**src/debug_port_defs.vh**
```
`ifndef DEBUG_PORT_DEFS_VH
`define DEBUG_PORT_DEFS_VH
`define TAP_RESET      4'h0
`define TAP_IDLE       4'h1
`define TAP_SEL_DR     4'h2
`define TAP_CAP_DR     4'h3
`define TAP_SHIFT_DR   4'h4
`define TAP_EXIT1_DR   4'h5
`define TAP_PAUSE_DR   4'h6
`define TAP_EXIT2_DR   4'h7
`define TAP_UPD_DR     4'h8
`define TAP_SEL_IR     4'h9
`define TAP_CAP_IR     4'hA
`define TAP_SHIFT_IR   4'hB
`define TAP_EXIT1_IR   4'hC
`define TAP_PAUSE_IR   4'hD
`define TAP_EXIT2_IR   4'hE
`define TAP_UPD_IR     4'hF
`define PST_HALTED     4'hF
`define PST_RESET_C    4'hC
`define PST_RESET_D    4'hD
`define IR_CAPTURE     4'h1
`define IR_RESET       4'hF
`define TRACE_DIV      2'h1
`endif

```
**src/trace_fifo.v**
```verilog
`default_nettype none
module trace_fifo #(
	parameter WIDTH = 8,
	parameter DEPTH = 8,
	parameter AW    = 3
)(
	// Clock and reset.
	input  wire             ref_clk,
	input  wire             arst_n,
	// Fill side.
	input  wire [WIDTH-1:0] in_data,
	input  wire             in_valid,
	output wire             in_ready,
	// Drain side.
	output wire [WIDTH-1:0] out_data,
	output wire             out_valid,
	input  wire             out_ready
);
	reg [WIDTH-1:0] mem [0:DEPTH-1];
	reg [AW-1:0]    wr_reg;
	reg [AW-1:0]    rd_reg;
	reg [AW:0]      cnt_reg;
	wire            push;
	wire            pop;
	assign in_ready  = (cnt_reg != DEPTH[AW:0]);
	assign out_valid = (cnt_reg != {(AW+1){1'b0}});
	assign out_data  = mem[rd_reg];
	assign push      = in_valid & in_ready;
	assign pop       = out_valid & out_ready;
	always @(posedge ref_clk)
	begin
		if (push)
			mem[wr_reg] <= in_data;
	end
	always @(posedge ref_clk or negedge arst_n)
	begin
		if (!arst_n)
		begin
			wr_reg  <= {AW{1'b0}};
			rd_reg  <= {AW{1'b0}};
			cnt_reg <= {(AW+1){1'b0}};
		end
		else
		begin
			if (push)
				wr_reg <= (wr_reg == DEPTH[AW-1:0] - 1'b1) ? {AW{1'b0}} : wr_reg + 1'b1;
			if (pop)
				rd_reg <= (rd_reg == DEPTH[AW-1:0] - 1'b1) ? {AW{1'b0}} : rd_reg + 1'b1;
			if (push & ~pop)
				cnt_reg <= cnt_reg + 1'b1;
			else if (pop & ~push)
				cnt_reg <= cnt_reg - 1'b1;
		end
	end
endmodule
`default_nettype wire

```
**src/debug_jtag_trace_port.v**
```verilog
// Notes on behaviour
// Select pin at reset picks debug or scan.
// Test reset clears scan logic asynchronously; code synchronises it to ref_clk and clears synchronously.
// Mode select sampled on rising test clock.
// Test data in sampled on rising edge.
// Test data out driven only in shifts.
// Test data out updates on falling edge.
// Serial clock accepted after two equal samples.
// Debugger keeps serial clock below status/5.
// Synchronized rising edge samples in, shifts out.
// Serial input valid after clock seen high.
// Serial out registered, lags clock validation.
// Halt request halts after current instruction.
// Halted core shows status 0xF.
// Disable bit turns halt into debug interrupt.
// Trace clock rises mid status interval.
// Clock-disable bit freezes trace outputs only.
// Host resynchronizes after clock re-enable.
// Trace clock starts at first C/D/F status.
// Combined status is AND of bits.
// Trace data shows captured data, breakpoints.
// Status follows core, not bus transfers.
// Standard sixteen-state controller, reset on test reset.
`include "debug_port_defs.vh"
`default_nettype none
module debug_jtag_trace_port #(
	parameter IR_LEN   = 4,
	parameter DBG_LEN  = 17,
	parameter FIFO_DEP = 8
)(
	// Clock and reset.
	input  wire               ref_clk,
	input  wire               arst_n,
	// Mode select strap.
	input  wire               scan_select,
	output wire               scan_mode,
	// Boundary scan pins.
	input  wire               test_reset_n,
	input  wire               test_clk,
	input  wire               test_mode_sel,
	input  wire               test_data_in,
	output wire               test_data_out,
	output wire               test_data_out_oe,
	// Debug serial pins.
	input  wire               dbg_serial_clk,
	input  wire               dbg_serial_in,
	output wire               dbg_serial_out,
	// Debug packets to and from the core.
	output reg  [DBG_LEN-1:0] dbg_rx_word,
	output reg                dbg_rx_valid,
	input  wire [DBG_LEN-1:0] dbg_tx_word,
	input  wire               dbg_tx_load,
	// Breakpoint request.
	input  wire               halt_request,
	input  wire               halt_request_disable,
	input  wire               instr_done,
	input  wire               resume,
	output reg                core_halted,
	output reg                debug_irq,
	// Core status and trace source.
	input  wire [3:0]         core_status_in,
	input  wire [3:0]         trace_data_in,
	input  wire               trace_in_valid,
	output wire               trace_in_ready,
	input  wire               trace_clock_disable,
	// Trace pins.
	output reg  [3:0]         core_status_out,
	output reg  [3:0]         trace_data_out,
	output reg                trace_clock,
	output wire               status_all_and,
	output reg                system_clock_out
);
	// ---------------------------------------------------------------
	// Pin synchronisers
	// ---------------------------------------------------------------
	reg  [1:0] tck_s_reg;
	reg  [1:0] trst_s_reg;
	reg  [1:0] tms_s_reg;
	reg  [1:0] tdi_s_reg;
	reg  [1:0] dclk_s_reg;
	reg  [1:0] dsi_s_reg;
	reg  [1:0] brk_s_reg;
	reg        tck_d_reg;
	always @(posedge ref_clk or negedge arst_n)
	begin
		if (!arst_n)
		begin
			tck_s_reg  <= 2'h0;
			trst_s_reg <= 2'h0;
			tms_s_reg  <= 2'h3;
			tdi_s_reg  <= 2'h0;
			dclk_s_reg <= 2'h0;
			dsi_s_reg  <= 2'h0;
			brk_s_reg  <= 2'h0;
			tck_d_reg  <= 1'b0;
		end
		else
		begin
			tck_s_reg  <= {tck_s_reg[0], test_clk};
			trst_s_reg <= {trst_s_reg[0], test_reset_n};
			tms_s_reg  <= {tms_s_reg[0], test_mode_sel};
			tdi_s_reg  <= {tdi_s_reg[0], test_data_in};
			dclk_s_reg <= {dclk_s_reg[0], dbg_serial_clk};
			dsi_s_reg  <= {dsi_s_reg[0], dbg_serial_in};
			brk_s_reg  <= {brk_s_reg[0], halt_request};
			tck_d_reg  <= tck_s_reg[1];
		end
	end
	wire tck_rise = tck_s_reg[1] & ~tck_d_reg;
	wire tck_fall = ~tck_s_reg[1] & tck_d_reg;

	// ---------------------------------------------------------------
	// Mode strap
	// ---------------------------------------------------------------
	reg strap_done_reg;
	reg scan_mode_reg;
	assign scan_mode = scan_mode_reg;
	always @(posedge ref_clk or negedge arst_n)
	begin
		if (!arst_n)
		begin
			strap_done_reg <= 1'b0;
			scan_mode_reg  <= 1'b0;
		end
		else if (!strap_done_reg)
		begin
			strap_done_reg <= 1'b1;
			scan_mode_reg  <= scan_select;
		end
	end

	// ---------------------------------------------------------------
	// Test access port
	// ---------------------------------------------------------------
	reg  [3:0]        tap_reg;
	reg  [3:0]        tap_next;
	reg  [IR_LEN-1:0] ir_sh_reg;
	reg  [IR_LEN-1:0] ir_reg;
	reg               bypass_reg;
	reg               tdo_reg;
	wire              tms = tms_s_reg[1];
	wire              trst_n = trst_s_reg[1] & scan_mode_reg;
	always @*
	begin
		case (tap_reg)
		`TAP_RESET:    tap_next = tms ? `TAP_RESET : `TAP_IDLE;
		`TAP_IDLE:     tap_next = tms ? `TAP_SEL_DR : `TAP_IDLE;
		`TAP_SEL_DR:   tap_next = tms ? `TAP_SEL_IR : `TAP_CAP_DR;
		`TAP_CAP_DR:   tap_next = tms ? `TAP_EXIT1_DR : `TAP_SHIFT_DR;
		`TAP_SHIFT_DR: tap_next = tms ? `TAP_EXIT1_DR : `TAP_SHIFT_DR;
		`TAP_EXIT1_DR: tap_next = tms ? `TAP_UPD_DR : `TAP_PAUSE_DR;
		`TAP_PAUSE_DR: tap_next = tms ? `TAP_EXIT2_DR : `TAP_PAUSE_DR;
		`TAP_EXIT2_DR: tap_next = tms ? `TAP_UPD_DR : `TAP_SHIFT_DR;
		`TAP_UPD_DR:   tap_next = tms ? `TAP_SEL_DR : `TAP_IDLE;
		`TAP_SEL_IR:   tap_next = tms ? `TAP_RESET : `TAP_CAP_IR;
		`TAP_CAP_IR:   tap_next = tms ? `TAP_EXIT1_IR : `TAP_SHIFT_IR;
		`TAP_SHIFT_IR: tap_next = tms ? `TAP_EXIT1_IR : `TAP_SHIFT_IR;
		`TAP_EXIT1_IR: tap_next = tms ? `TAP_UPD_IR : `TAP_PAUSE_IR;
		`TAP_PAUSE_IR: tap_next = tms ? `TAP_EXIT2_IR : `TAP_PAUSE_IR;
		`TAP_EXIT2_IR: tap_next = tms ? `TAP_UPD_IR : `TAP_SHIFT_IR;
		`TAP_UPD_IR:   tap_next = tms ? `TAP_SEL_DR : `TAP_IDLE;
		default:       tap_next = `TAP_RESET;
		endcase
	end
	// The synchronised test reset acts at once, whatever the test clock does.
	always @(posedge ref_clk or negedge arst_n)
	begin
		if (!arst_n)
		begin
			tap_reg    <= `TAP_RESET;
			ir_sh_reg  <= {IR_LEN{1'b0}};
			ir_reg     <= `IR_RESET;
			bypass_reg <= 1'b0;
			tdo_reg    <= 1'b0;
		end
		else if (!trst_n)
		begin
			tap_reg <= `TAP_RESET;
			ir_reg  <= `IR_RESET;
		end
		else
		begin
			if (tck_rise)
			begin
				tap_reg <= tap_next;
				if (tap_reg == `TAP_CAP_IR)
					ir_sh_reg <= `IR_CAPTURE;
				else if (tap_reg == `TAP_SHIFT_IR)
					ir_sh_reg <= {tdi_s_reg[1], ir_sh_reg[IR_LEN-1:1]};
				if (tap_reg == `TAP_UPD_IR)
					ir_reg <= ir_sh_reg;
				else if (tap_reg == `TAP_RESET)
					ir_reg <= `IR_RESET;
				if (tap_reg == `TAP_CAP_DR)
					bypass_reg <= 1'b0;
				else if (tap_reg == `TAP_SHIFT_DR)
					bypass_reg <= tdi_s_reg[1];
			end
			if (tck_fall)
				tdo_reg <= (tap_reg == `TAP_SHIFT_IR) ? ir_sh_reg[0] : bypass_reg;
		end
	end
	reg tdo_oe_reg;
	always @(posedge ref_clk or negedge arst_n)
	begin
		if (!arst_n)
			tdo_oe_reg <= 1'b0;
		else if (!trst_n)
			tdo_oe_reg <= 1'b0;
		else if (tck_fall)
			tdo_oe_reg <= (tap_reg == `TAP_SHIFT_IR) || (tap_reg == `TAP_SHIFT_DR);
	end
	assign test_data_out    = tdo_reg;
	assign test_data_out_oe = tdo_oe_reg;

	// ---------------------------------------------------------------
	// Debug serial port
	// ---------------------------------------------------------------
	reg                dclk_val_reg;
	reg                dclk_prev_reg;
	reg                dclk_up_reg;
	reg  [DBG_LEN-1:0] rx_sh_reg;
	reg  [DBG_LEN-1:0] tx_sh_reg;
	reg  [4:0]         bit_cnt_reg;
	reg                dso_reg;
	assign dbg_serial_out = dso_reg;
	always @(posedge ref_clk or negedge arst_n)
	begin
		if (!arst_n)
		begin
			dclk_val_reg  <= 1'b0;
			dclk_prev_reg <= 1'b0;
			dclk_up_reg   <= 1'b0;
			rx_sh_reg     <= {DBG_LEN{1'b0}};
			tx_sh_reg     <= {DBG_LEN{1'b0}};
			bit_cnt_reg   <= 5'h0;
			dso_reg       <= 1'b0;
			dbg_rx_word   <= {DBG_LEN{1'b0}};
			dbg_rx_valid  <= 1'b0;
		end
		else
		begin
			dbg_rx_valid <= 1'b0;
			if (dclk_s_reg[1] == dclk_prev_reg)
				dclk_val_reg <= dclk_s_reg[1];
			dclk_prev_reg <= dclk_s_reg[1];
			dclk_up_reg   <= dclk_s_reg[1] & (dclk_s_reg[1] == dclk_prev_reg) & ~dclk_val_reg;
			if (dbg_tx_load && !scan_mode_reg)
				tx_sh_reg <= dbg_tx_word;
			if (dclk_up_reg && !scan_mode_reg)
			begin
				rx_sh_reg <= {rx_sh_reg[DBG_LEN-2:0], dsi_s_reg[1]};
				dso_reg   <= tx_sh_reg[DBG_LEN-1];
				tx_sh_reg <= {tx_sh_reg[DBG_LEN-2:0], 1'b0};
				if (bit_cnt_reg == DBG_LEN[4:0] - 5'h1)
				begin
					bit_cnt_reg  <= 5'h0;
					dbg_rx_word  <= {rx_sh_reg[DBG_LEN-2:0], dsi_s_reg[1]};
					dbg_rx_valid <= 1'b1;
				end
				else
					bit_cnt_reg <= bit_cnt_reg + 5'h1;
			end
		end
	end

	// ---------------------------------------------------------------
	// Breakpoint request
	// ---------------------------------------------------------------
	reg  brk_pend_reg;
	reg  brk_d_reg;
	// A held request is taken once, so it cannot halt the core again after resume.
	wire brk_rise = brk_s_reg[1] & ~brk_d_reg;
	always @(posedge ref_clk or negedge arst_n)
	begin
		if (!arst_n)
		begin
			brk_pend_reg <= 1'b0;
			brk_d_reg    <= 1'b0;
			core_halted  <= 1'b0;
			debug_irq    <= 1'b0;
		end
		else
		begin
			debug_irq <= 1'b0;
			brk_d_reg <= brk_s_reg[1];
			if (brk_s_reg[1] && !scan_mode_reg && halt_request_disable)
				debug_irq <= 1'b1;
			if (brk_rise && !scan_mode_reg && !halt_request_disable)
				brk_pend_reg <= 1'b1;
			else if (instr_done)
				brk_pend_reg <= 1'b0;
			if (brk_pend_reg && instr_done)
				core_halted <= 1'b1;
			else if (resume)
				core_halted <= 1'b0;
		end
	end

	// ---------------------------------------------------------------
	// Status and trace output
	// ---------------------------------------------------------------
	reg  [1:0] phase_reg;
	reg        trace_run_reg;
	wire [3:0] fifo_data;
	wire       fifo_valid;
	wire       step = (phase_reg == 2'h3);
	wire [3:0] status_now = core_halted ? `PST_HALTED : core_status_in;
	trace_fifo #(
		.WIDTH (4),
		.DEPTH (FIFO_DEP),
		.AW    (3)
	) u_fifo (
		.ref_clk   (ref_clk),
		.arst_n    (arst_n),
		.in_data   (trace_data_in),
		.in_valid  (trace_in_valid),
		.in_ready  (trace_in_ready),
		.out_data  (fifo_data),
		.out_valid (fifo_valid),
		.out_ready (step & ~trace_clock_disable)
	);
	// Outputs change on phase 3; the trace clock rises on phase 1, mid interval.
	always @(posedge ref_clk or negedge arst_n)
	begin
		if (!arst_n)
		begin
			phase_reg        <= 2'h0;
			trace_run_reg    <= 1'b0;
			core_status_out  <= 4'h0;
			trace_data_out   <= 4'h0;
			trace_clock      <= 1'b0;
			system_clock_out <= 1'b0;
		end
		else
		begin
			phase_reg        <= phase_reg + 2'h1;
			system_clock_out <= phase_reg[1];
			if (status_now == `PST_RESET_C || status_now == `PST_RESET_D || status_now == `PST_HALTED)
				trace_run_reg <= 1'b1;
			if (!trace_clock_disable)
			begin
				if (step)
				begin
					core_status_out <= status_now;
					if (fifo_valid)
						trace_data_out <= fifo_data;
				end
				if (phase_reg == `TRACE_DIV)
					trace_clock <= trace_run_reg;
				else if (step)
					trace_clock <= 1'b0;
			end
		end
	end
	assign status_all_and = &core_status_out;
endmodule
`default_nettype wire

```
**config.mk**
```make
export PLATFORM = sky130hd
export DESIGN_NAME = debug_jtag_trace_port
export DESIGN_NICKNAME = d
export VERILOG_FILES = /design/src/trace_fifo.v /design/src/debug_jtag_trace_port.v
export VERILOG_INCLUDE_DIRS = /design/src /design/src/src
export SDC_FILE = /design/constraint.sdc
export NUM_CORES = 1
export LEC_CHECK = 0
export ABC_AREA = 1
export BUFFER_PORTS_ARGS = -buffer_cell sky130_fd_sc_hd__buf_2
export CAP_MARGIN = 15
export CORE_MARGIN = 2
export CORE_UTILIZATION = 58
export DETAILED_ROUTE_END_ITERATION = 16
export GPL_ROUTABILITY_DRIVEN = 0
export GPL_TIMING_DRIVEN = 0
export PLACE_DENSITY = 0.8
export SLEW_MARGIN = 40
export SYNTH_ARGS = -nofsm -noshare
export SYNTH_HDL_FRONTEND = slang
export SYNTH_HIERARCHICAL = 1
export SYNTH_SLANG_ARGS = --single-unit
```
**constraint.sdc**
```tcl
create_clock -name ref_clk -period 2.2 [get_ports ref_clk]
set_input_delay 0.11 -clock ref_clk [delete_from_list [all_inputs] [get_ports ref_clk]]
set_output_delay 0.11 -clock ref_clk [all_outputs]
set_load 0.02 [all_outputs]
```
# [Word level (Yosys, flattened, before mapping)]
# Memory sizes are Yosys's and may differ from the RTL's. A register that Yosys moved wholly into a read port is not among the register bits.
# Cells that the tools add are included.
[totals] register_bits=111 ram_bits=32 n_memories=1 output_inout_bits=36 inputBits=41 word_cells=162
[memory_table] name="u_fifo.mem" depth=8 width=4 read_ports=1 rd_clocked_by_memory_dff=1 wr=1 line="trace_fifo.v:19" rtl="reg [WIDTH-1:0] mem [0:DEPTH-1];"
[op_classes] n_mux=41 n_eq_ne=27 bitwise_logic=18 reduce_logical=33 addsub=6
[ops] cell="4-bit one-hot mux with 12 select lines" count=1
[ops] cell="4-bit equality test (second input constant)" count=11
[ops] cell="4-bit 2-to-1 mux" count=11
[ops] cell="17-bit 2-to-1 mux" count=2
[ops] cell="1-bit 2-to-1 mux" count=19
[ops] cell="4-bit by 3-bit equality test with 1-bit output (second input constant)" count=4
[ops] cell="2-bit nonzero test" count=7
[ops] cell="3-bit 2-to-1 mux" count=4
[ops] cell="1-bit AND" count=11
[ops] cell="3-bit AND reduction" count=3
[ops] cell="4-bit by 2-bit equality test with 1-bit output (second input constant)" count=2
[ops] cell="2-bit AND reduction" count=4
[ops] cell="1-bit logical AND" count=7
[ops] cell="1-bit NOT" count=7
[ops] cell="3-bit by 1-bit adder with 3-bit output (second input constant)" count=2
[ops] cell="3-bit equality test (second input constant)" count=2
[ops] cell="2-bit 2-to-1 mux" count=3
[ops] cell="5-bit by 1-bit adder with 5-bit output (second input constant)" count=1
[ops] cell="5-bit equality test (second input constant)" count=1
[ops] cell="5-bit 2-to-1 mux" count=1
[ops] cell="4-bit by 1-bit adder with 4-bit output (second input constant)" count=1
[ops] cell="4-bit by 1-bit equality test with 1-bit output (second input constant)" count=1
[ops] cell="4-bit zero test" count=1
[ops] cell="2-bit != test (second input constant)" count=2
[ops] cell="12 further kinds" count=17

# [Longest topological paths before layout]
[logic_depth] depth_word=6 depth_mapped=12 mapped_depth_nobuf=12

# [Modules after synthesis]
# The synthesis kept the hierarchy.
[by_module_without_submodules] module="debug_jtag_trace_port" cells_each=460 area_per_inst_um2=4295.4 instances=1
[by_module_without_submodules] module="trace_fifo" cells_each=185 area_per_inst_um2=1956.9 instances=1

# [Worst setup path after synthesis]
# OpenSTA, ideal clock, no wires.
[synth_timing] kind="flip-flop to flip-flop" from="register u_fifo.cnt_reg[0]" to="register u_fifo.cnt_reg[3]" required_ps=2083 setup_time_ps=117 path_slack_ps=186 path_stages_with_launch=12 t_arrival_ps=1897 n_path_buf=0 path_cell_list="dfrtp_1 nor2_2 nand3_2 nand2_2 inv_2 ha_1 inv_1 ha_1 a21oi_1 nand3_1 nand3_1 nand2_1"
[synth_via] elab_chain_len=5 word_cells_on_any_way=13
[synth_lines] element="from (decl)" line="trace_fifo.v:22" rtl="reg [AW:0] cnt_reg;"
[synth_lines] element="from (signal assigned)" line="trace_fifo.v:41" rtl="cnt_reg <= {(AW+1){1'b0}};"
[synth_lines] element="from (signal assigned)" line="trace_fifo.v:50" rtl="cnt_reg <= cnt_reg + 1'b1;"
[synth_lines] element="from (signal assigned)" line="trace_fifo.v:52" rtl="cnt_reg <= cnt_reg - 1'b1;"
[synth_lines] element="4-bit != test (*)" line="trace_fifo.v:25" rtl="assign in_ready = (cnt_reg != DEPTH[AW:0]);"
[synth_lines] element="net trace_in_ready" line="debug_jtag_trace_port.v:64" rtl="output wire trace_in_ready,"
[synth_lines] element="1-bit AND (*)" line="trace_fifo.v:28" rtl="assign push = in_valid & in_ready;"
[synth_lines] element="net u_fifo.push" line="trace_fifo.v:23" rtl="wire push;"
[synth_lines] element="1-bit NOT" line="trace_fifo.v:51" rtl="else if (pop & ~push)"
[synth_lines] element="1-bit AND" line="trace_fifo.v:51"
[synth_lines] element="2-bit nonzero test (no line)"
# The timed path passes the listed nets; every way through them passes the cells marked *. The select of a mux whose other input is x is not followed.
# A chain may end at the register's enable or synchronous reset.

# [Worst setup path in the final report]
[layout_timing] from="register u_fifo.cnt_reg[0]" to="register u_fifo.cnt_reg[3]"
[layout_via] elab_chain_len=5 word_cells_on_any_way=13
[layout_lines] element="4-bit != test (*)" line="trace_fifo.v:25"
[layout_lines] element="1-bit AND (*)" line="trace_fifo.v:28"
[layout_lines] element="net u_fifo.push" line="trace_fifo.v:23"
[layout_lines] element="1-bit NOT" line="trace_fifo.v:51"
[layout_lines] element="1-bit AND" line="trace_fifo.v:51"
[layout_lines] element="2-bit nonzero test (no line)"
# Marks and branches as above.

==> summary.txt <==
Synth
  – Syn Area/Cell: 9.69 µm²
  – Synth Cell Area: 6250 µm²
  – Distinct cells, synth: 40
  – Register area share after synthesis: 61.4%
  – Post-synthesis net count: 699
  – Yosys top cell area share: 45.2%
  – Area contributors post-synth: dfrtp_1 45%, edfxtp_1 15%, nand2_1 9.5%, o21ai_0 5.7%, nor2_1 3.9%
  – Yosys top cell by area: dfrtp_1
  – Post-Syn Instances: 645
  – Yosys reg bits: 147
  – Synth warnings: 6

Global route
  – Initial antenna violation count: 0
  – GRT Total Usage: 24.3%
  – First-pass GRT wire length: 21800 µm
  – Total gr overflow: 0
  – Largest net degree at the start of global routing: 77
  – Vias in the first global route: 4729

Routing
  – Vias: 4866
  – Drt drc: 0
  – WL/cell: 14.0 µm
  – WL final: 13100 µm
  – First-pass DRT Iterations: 5
  – 1st-iter DRT viols: 274
  – Post-route ant nets: 0
  – Vias per inst: 5.21

Worst setup path
  – CP max-delay cell: dfrtp_1
  – Arrival @ worst endpoint: 2.48 ns
  – Worst setup EP type: flip-flop
  – Worst Setup Path Type: flip-flop to flip-flop
  – Critical Path RT: 2.61 ns
  – Critical Path Start Type: flip-flop
  – Reg2Reg Depth: 11
  – Critical Path Max Stage Delay: 0.47 ns
  – CP cell instances: nor2_4, nand3_2, nand2_2, inv_2, ha_1, inv_2, ha_1, a21oi_2, nand3_1, nand3_1, nand2_1
  – Worst setup path start: u_fifo/cnt_reg[0]
  – FF-to-FF Start: u_fifo/cnt_reg[0]
  – Worst Path Max Fanout: 7

Pwr
  – Comb pwr share: 22.4%
  – Total Power: 7.83 mW
  – Pwr Density: 1000 nW/µm²
  – Switching fraction of total power: 30.9%
  – Reg power frac: 44.0%
  – Power share of the clock group: 33.6%
  – Pint: 5.42 mW
  – Leak pwr: 3.69 nW
  – P_sw: 2.42 mW
  – Max IR drop VDD: 0.000579 V

Cells and area
  – P&R area growth vs syn: 25.2%
  – Register Area: 3840 µm²
  – Share of layout cells above drive strength 1: 20.9%
  – Most common cell after layout, fill and taps aside: nand2_1
  – Area of the multi-input gates: 2040 µm²
  – Nets: 839
  – Ant. Diodes: 0
  – Most frequent cells in the layout: 159 x nand2_1, 113 x dfrtp_1, 83 x buf_2
  – Max FFs per register: 32
  – Layout fillers: 714

STA
  – Final setup TNS: 0 ns
  – Final hold viol count: 0
  – Fin crit period: 2.07 ns
  – Unrepaired setup endpoints after global routing: no
  – Fmax: 0.484 GHz
  – Final Setup Violations: 0
  – Skew final: 0.0111 ns
  – Period utilization: 94.0%
  – Max Slew Vio Count: 0

Clock tree
  – Clock transition at path regs: 0.06 ns
  – Root Driver: clkbuf_8
  – CTS tree: built
  – Worst skew pair latency: 0.53 ns
  – TritonCTS Buffers: 17
  – Clk buf depth: 2
  – Max H-tree Level: 4
  – Clock sink total: 147

Run
  – Max Cap Viol: 0

Run status
  – Status: completed

Floorplanning
  – Core ar.: 10400 µm²
  – I/O Pins: 77
  – Height of the die: 108 µm
  – Die X: 108 µm
  – Starting Density: 60.0%
  – Row count: 37
  – Die footprint: 11600 µm²

Place
  – IO Port Bufs: 76
  – Post-DP HPWL: 8600 µm

Min path
  – Hold Path Class: input pin to async pin
[path summary, 6_finish.rpt]
path	slack, ns	to
setup / recovery	0.13	u_fifo/cnt_reg[3]
hold / removal	0.06	system_clock_out
setup reg to reg	0.13	u_fifo/cnt_reg[3]
hold reg to reg	0.34	brk_s_reg[1]
max in group asynchronous	1.47	tms_s_reg[1]
min in group ref_clk	0.13	tx_sh_reg[2]
[timing repair]
item,in CTS,in global routing
endpoints found under the hold margin,181,0
endpoints found under the setup margin,1,1
hold buffers,41,0
pin swaps,0,1
gates resized for setup,1,3
setup buffers,0,3
[worst max-delay path, delay by kind of cell, from the launching register on]
kind	cells	cell delay (ns)
and+or+nand+nor	6	0.61
buffers and inverters	2	0.20
adders and majority gates	2	0.52
DFF	1	0.47
AOI/OAI and AO/OA	1	0.16
[cell families (layout without fill, tap and decap cells)]
family,after synthesis,count (layout),synth area share (%)
other,1,1,0.0600
buffers and inverters,85,238,6.14
AOI/OAI and AO/OA,125,125,10.4
adders and majority gates,13,13,2.72
DFF,147,147,61.4
xor gates and xnor gates,3,3,0.420
and+or+nand+nor,266,266,17.9
muxes,5,5,0.900
[final cells by class]
class	count	share of cell area (%)
repair buffers	121	10.9
multi-input cells	413	26.1
well taps	136	2.17
plain buffers	18	1.57
clock inverters	12	1.37
clock buffers	20	5.56
flip-flops and latches	147	49.1
inverters	67	3.34
[synth_stat cells]
master    count
nand3_2       3
a21oi_2       1
conb_1        1
a31oi_1       3
clkbuf_1      3
nor2_2        6
nor2_1       65
o221ai_1      1
xnor2_1       3
clkinv_4      1
buf_8         2
nand4_1       3
a21oi_1      29
o22ai_1       1
fa_1          1
o21ai_1      15
inv_1        56
o21ai_0      71
o31ai_1       1
mux2_2        5
a211oi_1      1
nand3_1      14
nand2_4       2
buf_6         1
inv_6         1
nand2_2       5
buf_4         4
or2_2         3
dfrtp_1     113
nor3_1        2
nand2_1     159
nor2_4        3
dfstp_2       2
buf_2         8
nor4_1        1
edfxtp_1     32
inv_2         9
o32ai_1       1
o21ai_2       1
ha_1         12
[metal layers]
metal | track usage [%] | vias up | routed length (µm)
met5 | 0 | - | 0
met4 | 7.78 | 0 | 198
met3 | 6.72 | 17 | 745
met2 | 41.2 | 164 | 6680
met1 | 30.4 | 2318 | 5460
li1 | - | 2367 | -
[per-stage QoR]
| stage | setup WS [ns] | cell area (µm²) | hold WS [ns] | instances | utilization, % |
|---|---|---|---|---|---|
| 2_1_floorplan | 0.186 | 6250 | -0.186 | 645 | - |
| 3_3_place_gp | -0.303 | 6800 | 0.219 | 857 | 65.3 |
| 3_5_place_dp | -0.0598 | 6840 | 0.00949 | 858 | 65.7 |
| 4_1_cts | 0.0439 | 7800 | 0.0484 | 931 | 74.9 |
| 5_1_grt | 0.0161 | 7830 | 0.0679 | 934 | 75.2 |
| 6_report | 0.132 | 7830 | 0.0566 | 934 | 75.2 |
[power groups by stage]
stage | logic, mW | registers (mW) | clock network (mW)
2_1_floorplan | 1.15 | 3.50 | 0
3_3_place_gp | 1.58 | 3.45 | 0
3_5_place_dp | 1.66 | 3.48 | 0
4_1_cts | 1.73 | 3.43 | 2.67
5_1_grt | 1.99 | 3.49 | 2.80
6_report | 1.76 | 3.44 | 2.63
Note: power is estimated with default switching activity, not from simulation.
